===== src/inc/cnvr_defines.svh =====
`ifndef CNVR_DEFINES_SVH
`define CNVR_DEFINES_SVH

// ----------------------------------------
// Node identifiers
// ----------------------------------------
`define CNVR_NODE_MIXER       8'h15
`define CNVR_NODE_CD          8'h16
`define CNVR_NODE_MIC         8'h17

// ----------------------------------------
// Verbs and payloads
// ----------------------------------------
`define CNVR_VERB_GET_PARAM   12'hf00
`define CNVR_VERB_GET_CONN    12'hf02
`define CNVR_VERB_GET_PIN_CONTROL_WORD  12'hf07
`define CNVR_VERB_SET_PIN_CONTROL_WORD  12'h707
`define CNVR_VERB_GET_CFG     12'hf1c
`define CNVR_VERB_SET_CFG0    12'h71c
`define CNVR_VERB_SET_CFG3    12'h71f
`define CNVR_PARAM_WIDGET_CAPABILITY_WORD       8'h09
`define CNVR_PARAM_PIN_CAPABILITY_WORD     8'h0c
`define CNVR_PARAM_CONNECTION_LIST_LENGTH    8'h0e
`define CNVR_CONN_INDEX0      8'h00

// ----------------------------------------
// Fixed response words
// ----------------------------------------
`define CNVR_WIDGET_CAPABILITY_WORD_MIXER       32'h0020_0100
`define CNVR_WIDGET_CAPABILITY_WORD_CD          32'h0040_0001
`define CNVR_WIDGET_CAPABILITY_WORD_MIC_ON      32'h0040_0001
`define CNVR_WIDGET_CAPABILITY_WORD_MIC_OFF     32'h00f0_0001
`define CNVR_PIN_CAPABILITY_WORD_INPUT     32'h0000_0020
`define CNVR_CONNECTION_LIST_LENGTH_MIXER    32'h0000_0001
`define CNVR_CONNECTION_LIST_ENTRIES_MIXER    32'h0000_0010
`define CNVR_ACK              32'h0000_0000
`define CNVR_INPUT_PATH_ENABLE_BIT         5
`define CNVR_JACK_OVR_BIT     8
`define CNVR_CFG_RESET_CD     32'h5033_00f0
`define CNVR_CFG_RESET_MIC    32'h50a0_00f0

// ----------------------------------------
// Controller register map
// ----------------------------------------
`define CNVR_REG_CMD          8'h00
`define CNVR_REG_RSP          8'h04
`define CNVR_REG_STAT         8'h08
`define CNVR_CMD_NODE_LSB     20
`define CNVR_CMD_VERB_LSB     8
`define CNVR_STAT_BUSY        0
`define CNVR_STAT_DONE        1
`define CNVR_STAT_NOANS       2
`define CNVR_RSP_TIMEOUT      8'h10

`endif


===== src/inc/cnvr_pkg.sv =====
package cnvr_pkg;

	typedef enum logic [0:0]
	{
		CNVR_IDLE,
		CNVR_WAIT
	} cnvr_ctl_state_t;

	typedef logic [31:0] cnvr_word_t;

endpackage


===== src/inc/cnvr_if.sv =====
`timescale 1ns/10ps

interface cnvr_if;
	logic                cmd_valid;
	logic [7:0]          cmd_node;
	logic [11:0]         cmd_verb;
	logic [7:0]          cmd_payload;
	logic                rsp_valid;
	cnvr_pkg::cnvr_word_t rsp_data;

	modport device
	(
		input  cmd_valid,
		input  cmd_node,
		input  cmd_verb,
		input  cmd_payload,
		output rsp_valid,
		output rsp_data
	);

	modport controller
	(
		output cmd_valid,
		output cmd_node,
		output cmd_verb,
		output cmd_payload,
		input  rsp_valid,
		input  rsp_data
	);
endinterface


===== src/cnvr_device.sv =====
`timescale 1ns/10ps
`include "cnvr_defines.svh"

module cnvr_device
(
	// Clock and reset
	input  wire logic   CLK,
	input  wire logic   RST_N,
	// Link
	cnvr_if.device      link,
	// Microphone function strap pin
	input  wire logic   DIGITAL_MICROPHONE_FUNCTION_ENABLE,
	// Pin state
	output logic        CD_INPUT_ENABLE,
	output logic        MIC_INPUT_ENABLE,
	output logic        CD_JACK_OVERRIDE,
	output logic        MIC_JACK_OVERRIDE
);

	localparam int NUM_PINS = 2;

	// ----------------------------------------
	// Node decode
	// ----------------------------------------
	function automatic logic is_pin_node(input logic [7:0] node);
		is_pin_node = (node == `CNVR_NODE_CD) || (node == `CNVR_NODE_MIC);
	endfunction

	function automatic logic [0:0] pin_index(input logic [7:0] node);
		pin_index = (node == `CNVR_NODE_MIC) ? 1'b1 : 1'b0;
	endfunction

	function automatic cnvr_pkg::cnvr_word_t cfg_reset(input int idx);
		cfg_reset = (idx == 0) ? `CNVR_CFG_RESET_CD : `CNVR_CFG_RESET_MIC;
	endfunction

	logic ours;
	logic pin_hit;
	logic [0:0] pidx;

	assign ours = (link.cmd_node == `CNVR_NODE_MIXER) || is_pin_node(link.cmd_node);
	assign pin_hit = link.cmd_valid && is_pin_node(link.cmd_node);
	assign pidx = pin_index(link.cmd_node);

	// ----------------------------------------
	// Strap synchroniser
	// ----------------------------------------
	logic digital_microphone_function_meta_reg;
	logic digital_microphone_function_sync_reg;

	always_ff @(posedge CLK)
	begin
		if (!RST_N)
		begin
			digital_microphone_function_meta_reg <= 1'b0;
			digital_microphone_function_sync_reg <= 1'b0;
		end
		else
		begin
			digital_microphone_function_meta_reg <= DIGITAL_MICROPHONE_FUNCTION_ENABLE;
			digital_microphone_function_sync_reg <= digital_microphone_function_meta_reg;
		end
	end

	// ----------------------------------------
	// Pin control and configuration storage
	// ----------------------------------------
	logic                  input_path_enable_reg [NUM_PINS];
	cnvr_pkg::cnvr_word_t  cfg_reg  [NUM_PINS];

	genvar gi;
	generate
		for (gi = 0; gi < NUM_PINS; gi++)
		begin : g_pin
			logic sel;
			logic cfg_wr;
			logic [1:0] lane;

			assign sel = pin_hit && (pidx == 1'(gi));
			assign cfg_wr = sel && (link.cmd_verb >= `CNVR_VERB_SET_CFG0)
				&& (link.cmd_verb <= `CNVR_VERB_SET_CFG3);
			assign lane = link.cmd_verb[1:0];

			always_ff @(posedge CLK)
			begin
				if (!RST_N)
					input_path_enable_reg[gi] <= 1'b0;
				else if (sel && link.cmd_verb == `CNVR_VERB_SET_PIN_CONTROL_WORD)
					input_path_enable_reg[gi] <= link.cmd_payload[`CNVR_INPUT_PATH_ENABLE_BIT];
			end

			always_ff @(posedge CLK)
			begin
				if (!RST_N)
					cfg_reg[gi] <= cfg_reset(gi);
				else if (cfg_wr)
				begin
					case (lane)
						2'h0: cfg_reg[gi][7:0] <= link.cmd_payload;
						2'h1: cfg_reg[gi][15:8] <= link.cmd_payload;
						2'h2: cfg_reg[gi][23:16] <= link.cmd_payload;
						default: cfg_reg[gi][31:24] <= link.cmd_payload;
					endcase
				end
			end
		end
	endgenerate

	// ----------------------------------------
	// Response selection
	// ----------------------------------------
	cnvr_pkg::cnvr_word_t mixer_word;
	cnvr_pkg::cnvr_word_t pin_word;
	cnvr_pkg::cnvr_word_t rsp_next;
	cnvr_pkg::cnvr_word_t mic_widget_capability_word;

	assign mic_widget_capability_word = digital_microphone_function_sync_reg ? `CNVR_WIDGET_CAPABILITY_WORD_MIC_ON : `CNVR_WIDGET_CAPABILITY_WORD_MIC_OFF;

	always_comb
	begin
		mixer_word = `CNVR_ACK;
		if (link.cmd_verb == `CNVR_VERB_GET_PARAM)
		begin
			if (link.cmd_payload == `CNVR_PARAM_WIDGET_CAPABILITY_WORD)
				mixer_word = `CNVR_WIDGET_CAPABILITY_WORD_MIXER;
			else if (link.cmd_payload == `CNVR_PARAM_CONNECTION_LIST_LENGTH)
				mixer_word = `CNVR_CONNECTION_LIST_LENGTH_MIXER;
		end
		else if (link.cmd_verb == `CNVR_VERB_GET_CONN
			&& link.cmd_payload == `CNVR_CONN_INDEX0)
			mixer_word = `CNVR_CONNECTION_LIST_ENTRIES_MIXER;
	end

	always_comb
	begin
		pin_word = `CNVR_ACK;
		if (link.cmd_verb == `CNVR_VERB_GET_PARAM)
		begin
			if (link.cmd_payload == `CNVR_PARAM_WIDGET_CAPABILITY_WORD)
				pin_word = (pidx == 1'b1) ? mic_widget_capability_word : `CNVR_WIDGET_CAPABILITY_WORD_CD;
			else if (link.cmd_payload == `CNVR_PARAM_PIN_CAPABILITY_WORD)
				pin_word = `CNVR_PIN_CAPABILITY_WORD_INPUT;
		end
		else if (link.cmd_verb == `CNVR_VERB_GET_PIN_CONTROL_WORD)
			pin_word[`CNVR_INPUT_PATH_ENABLE_BIT] = input_path_enable_reg[pidx];
		else if (link.cmd_verb == `CNVR_VERB_GET_CFG)
			pin_word = cfg_reg[pidx];
	end

	// Sets and unknown verbs answer all zero
	assign rsp_next = (link.cmd_node == `CNVR_NODE_MIXER) ? mixer_word : pin_word;

	// ----------------------------------------
	// Response registers
	// ----------------------------------------
	logic                 rsp_valid_reg;
	cnvr_pkg::cnvr_word_t rsp_data_reg;

	always_ff @(posedge CLK)
	begin
		if (!RST_N)
			rsp_valid_reg <= 1'b0;
		else
			rsp_valid_reg <= link.cmd_valid && ours;
	end

	always_ff @(posedge CLK)
	begin
		if (!RST_N)
			rsp_data_reg <= `CNVR_ACK;
		else if (link.cmd_valid && ours)
			rsp_data_reg <= rsp_next;
	end

	assign link.rsp_valid = rsp_valid_reg;
	assign link.rsp_data = rsp_data_reg;

	// ----------------------------------------
	// Pin state outputs
	// ----------------------------------------
	assign CD_INPUT_ENABLE = input_path_enable_reg[0];
	assign MIC_INPUT_ENABLE = input_path_enable_reg[1];
	assign CD_JACK_OVERRIDE = cfg_reg[0][`CNVR_JACK_OVR_BIT];
	assign MIC_JACK_OVERRIDE = cfg_reg[1][`CNVR_JACK_OVR_BIT];

endmodule


===== src/flat_wrapper.sv =====
// flat-port wrapper written by rule: the top's interface ports become plain ports
module cnvr_device_flat 
  (CLK, RST_N, DIGITAL_MICROPHONE_FUNCTION_ENABLE, CD_INPUT_ENABLE, MIC_INPUT_ENABLE, CD_JACK_OVERRIDE, MIC_JACK_OVERRIDE, link_cmd_valid, link_cmd_node, link_cmd_verb, link_cmd_payload, link_rsp_valid, link_rsp_data);
  cnvr_if link_i ();
  input  wire logic CLK;
  input  wire logic RST_N;
  input  wire logic DIGITAL_MICROPHONE_FUNCTION_ENABLE;
  output logic CD_INPUT_ENABLE;
  output logic MIC_INPUT_ENABLE;
  output logic CD_JACK_OVERRIDE;
  output logic MIC_JACK_OVERRIDE;
  input wire logic [$bits(link_i.cmd_valid)-1:0] link_cmd_valid;
  input wire logic [$bits(link_i.cmd_node)-1:0] link_cmd_node;
  input wire logic [$bits(link_i.cmd_verb)-1:0] link_cmd_verb;
  input wire logic [$bits(link_i.cmd_payload)-1:0] link_cmd_payload;
  output wire logic [$bits(link_i.rsp_valid)-1:0] link_rsp_valid;
  output wire logic [$bits(link_i.rsp_data)-1:0] link_rsp_data;
  assign link_i.cmd_valid = link_cmd_valid;
  assign link_i.cmd_node = link_cmd_node;
  assign link_i.cmd_verb = link_cmd_verb;
  assign link_i.cmd_payload = link_cmd_payload;
  assign link_rsp_valid = link_i.rsp_valid;
  assign link_rsp_data = link_i.rsp_data;
  cnvr_device u_core (.CLK(CLK), .RST_N(RST_N), .link(link_i), .DIGITAL_MICROPHONE_FUNCTION_ENABLE(DIGITAL_MICROPHONE_FUNCTION_ENABLE), .CD_INPUT_ENABLE(CD_INPUT_ENABLE), .MIC_INPUT_ENABLE(MIC_INPUT_ENABLE), .CD_JACK_OVERRIDE(CD_JACK_OVERRIDE), .MIC_JACK_OVERRIDE(MIC_JACK_OVERRIDE));
endmodule

===== config.mk =====
export PLATFORM = sky130hd
export DESIGN_NAME = cnvr_device_flat
export DESIGN_NICKNAME = d
export VERILOG_FILES = /design/src/inc/cnvr_pkg.sv /design/src/inc/cnvr_if.sv /design/src/cnvr_device.sv /design/src/flat_wrapper.sv
export VERILOG_INCLUDE_DIRS = /design/src /design/src/inc
export SDC_FILE = /design/constraint.sdc
export NUM_CORES = 1
export LEC_CHECK = 0
export BUFFER_PORTS_ARGS = -buffer_cell sky130_fd_sc_hd__buf_4
export CAP_MARGIN = 20
export CORE_MARGIN = 1.5
export CORE_UTILIZATION = 40
export CTS_CLUSTER_SIZE = 8
export DETAILED_ROUTE_END_ITERATION = 7
export PLACE_DENSITY = 0.6
export SLEW_MARGIN = 20
export SYNTH_ARGS = -nofsm -noshare
export SYNTH_HDL_FRONTEND = slang
export SYNTH_SLANG_ARGS = --single-unit

===== constraint.sdc =====
create_clock -name CLK -period 6.4 [get_ports CLK]
set_input_delay 0.32 -clock CLK [delete_from_list [all_inputs] [get_ports CLK]]
set_output_delay 0.32 -clock CLK [all_outputs]
set_load 0.01 [all_outputs]

==> results.tsv <==
stage	metric	value	unit
floorplan	Die W	109	um
cells_and_area	Final nets	464	
floorplan	# rows	38	
synth	Synth Area in XOR/XNOR	0	%
cells_and_area	diode count	0	
synth	number of library cell types mapped by synthesis	50	
synth	register area share after synthesis	59.3	%
cells_and_area	register area	2670	um2
place	DP Worst Slack	3.12	ns
pwr	Overall Power	1.19	mW
global_route	largest net degree at the start of global routing	35	
global_route	first-pass GRT wire length	16300	um
synth	Synth Warn #	0	
drt	Post-Route WL	10300	um
clocking	cts repair resizes	0	
global_route	antenna violations before repair	0	
place	GPL Wtd Cong	0.832	
synth	Syn Inst Count	376	
cells_and_area	Area Overhead vs Synth	17.3	%
drt	first-pass iteration count of the detailed router	4	
floorplan	Die Height	109	um
global_route	Total GRT Usage	18.7	%
timing	Hold Vio Cnt, Final	0	
critical_path	CP Capture Type	flip-flop	
synth	Yosys reg bits	101	
synth	ys async rst share	0	%
floorplan	Top-Level Pins	69	
timing	Hold Worst Slack	0.156	ns
timing	actual slew at the worst max-slew pin	1.06	ns
drt	Final ANT Viol Nets	0	
place	Buffers on Ports	68	
critical_path	crit path DAT	2.76	ns
synth	Synth Cell Area	4510	um2
cells_and_area	max reg flops	64	
floorplan	core outline area	10900	um2
global_route	grt ovf	0	
clocking	CTS tree	built	
synth	post-synthesis simple-gate area fraction	21.1	%
critical_path	Crit-path slowest cell	o21ai_0	
drt	drt wl/cell	17.8	um
synth	Post-synth top flop	edfxtp_1	
clocking	Clock Sink Count	101	
place	Placed Cells incl. Taps	561	
critical_path	crit-path cells	buf_4, or4b_1, nor4b_4, and2_1, nand2_1, o21ai_0	
timing	unrepaired setup endpoints after global routing	false	
cells_and_area	area taken by multi-input logic gates	1710	um2
clocking	worst skew pair latency	0.36	ns
timing	Final WS setup	3.63	ns
drt	Vias	3089	
critical_path	largest delay contributor family on the critical path	simple AND/OR/NAND/NOR gates	
timing	Worst Clk Skew	0.00974	ns
timing	Slew HR	28.9	%
clocking	Clock Path Buffers	2	
pwr	Worst IR Drop VDD	0.150	mV
synth	adder-cell area share of the yosys netlist	0	%
floorplan	die area	11900	um2
synth	mux cell area share after synthesis	7.72	%
cells_and_area	final core utilization	48.5	%
drt	# DRC	0	
critical_path	CP Launch Type	input port	
timing	Final Cycle Share	43.3	%
clocking	Num CTS Buffers	9	
synth	Mapped Nets	408	
timing	endpoints failing setup	0	
floorplan	initial core utilization	41.4	%
critical_path	crit path max fanout	8	
cells_and_area	Layout Cells excl Fill	577	
timing	fin. max-slew vios	0	
global_route	via count of the first global-routing pass	3063	
clocking	clk root buf	clkbuf_8	
cells_and_area	share of layout cells above drive strength 1	24.5	%
pwr	P_leak	1.90	nW
clocking	Post-CTS Setup Bufs	0	
timing	Final Critical Period	2.77	ns
critical_path	Critical Path RT	6.39	ns
synth	syn avg cell area	12.0	um2
status	status	completed	
run	maxcap violations	0	
worst_hold_path	Min-Delay Path Class	in -> reg	
clocking	hold_buf cts	0	
synth	number of synthesized flops with an enable pin	65	
pwr	pwr/cell area	226	nW/um2
timing	f_max	361	MHz
cells_and_area	Layout Cell Area excl Fill	5290	um2
synth	Synth Area in Compound Gates	9.22	%
place	HPWL Detailed	7090	um
drt	initial DRC count	110	
synth	largest family of logic cells by synthesized area	simple AND/OR/NAND/NOR gates	
clocking	H-tree depth	3	
critical_path	WP buf/inv	1	
cells_and_area	# fillers	998	
critical_path	Max stage delay on crit path	0.88	ns
critical_path	Crit Path Class	in -> reg	
clocking	Reg clk slew, reported paths	0.11	ns
timing	final setup TNS	0	ns
drt	via/cell ratio	5.35	
place	placed instance area	5090	um2
## worst register-to-register path: cells and delay by family, from the launching register on
| family | cells | cell delay, ns |
|---|---|---|
| AND/OR/NAND/NOR | 1 | 0.08 |
| multiplexers | 1 | 0.30 |
| flip-flops | 1 | 0.38 |
| AO/OA/AOI/OAI | 1 | 0.33 |
## cell type report
cell class / count / area share [%]
flip-flops and latches: 101 / 50.6
multi-input cells: 249 / 32.4
repair buffers: 69 / 9.80
well taps: 140 / 3.31
clock buffers: 9 / 2.34
clock inverters: 7 / 1.40
inverters: 2 / 0.142
## synthesized netlist by cell type (2+ instances only)
cell,n,area share [%]
or4b_1,2,0.44
a21oi_1,4,0.44
and3_1,3,0.42
or3_1,19,2.6
and2_1,46,6.4
nand3_1,3,0.33
buf_2,6,0.67
a2bb2oi_1,24,4.7
edfxtp_1,65,43
nor4_2,2,0.56
o22ai_1,2,0.28
a311oi_1,2,0.39
nand4_1,6,0.83
mux2i_1,28,6.2
or2_2,2,0.28
mux2_2,6,1.5
nand2_1,11,0.92
dfxtp_1,36,16
nor4_1,3,0.42
buf_6,2,0.50
nor3_1,8,0.89
clkbuf_1,16,1.3
o21ai_0,10,1.1
nor2_1,43,3.6
nand2b_1,2,0.28
## final timing paths
kind	startpoint	endpoint	slack, ns	cells past startpoint
worst max-delay path	link_cmd_verb[5]	u_core.cfg_reg[1][30]$_SDFFCE_PN1P_	3.63	6
worst min-delay path	DIGITAL_MICROPHONE_FUNCTION_ENABLE	u_core.digital_microphone_function_meta_reg$_SDFF_PN0_	0.16	2
worst max register to register	u_core.cfg_reg[1][21]$_SDFFCE_PN1P_	u_core.link.rsp_data[21]$_SDFFE_PN0P_	5.20	3
worst min register to register	u_core.digital_microphone_function_meta_reg$_SDFF_PN0_	u_core.digital_microphone_function_sync_reg$_SDFF_PN0_	0.45	1
## metal layers
metal | global-route usage (%) | up-vias | share of wire (%)
li1 | - | 1519 | -
met1 | 25.9 | 1470 | 47
met2 | 28.6 | 83 | 46
met3 | 3.17 | 17 | 4.2
met4 | 8.65 | 0 | 3.0
met5 | 0 | - | 0
## power by group
| part | total (mW) | switching (mW) | internal (mW) | leakage [nW] |
|---|---|---|---|---|
| sequential | 0.720 | 0.00724 | 0.712 | 0.918 |
| combinational | 0.0701 | 0.0423 | 0.0278 | 0.877 |
| clock | 0.405 | 0.249 | 0.155 | 0.101 |
## cell usage in the layout, fill, tap and decap left out, types with 3 or more instances in the layout
master / synthesis / layout
or3_1: 19 / 19
edfxtp_1: 65 / 65
dfxtp_1: 36 / 36
nand3_1: 3 / 3
mux2_2: 6 / 6
buf_4: 0 / 69
nor2_1: 43 / 43
o21ai_1: 1 / 6
o21ai_0: 10 / 5
inv_6: 0 / 3
nand2_1: 11 / 11
mux2i_1: 28 / 28
nor3_1: 8 / 8
nor4_1: 3 / 3
nand4_1: 6 / 6
a21oi_1: 4 / 4
clkbuf_8: 0 / 9
a2bb2oi_1: 24 / 24
and2_1: 46 / 46
## cell families after synthesis
| logic type | Yosys count |
|---|---|
| compound gates | 52 |
| flops | 101 |
| simple gates | 163 |
| buf+inv | 26 |
| mux | 34 |
Note: power is estimated with default switching activity, not from simulation.
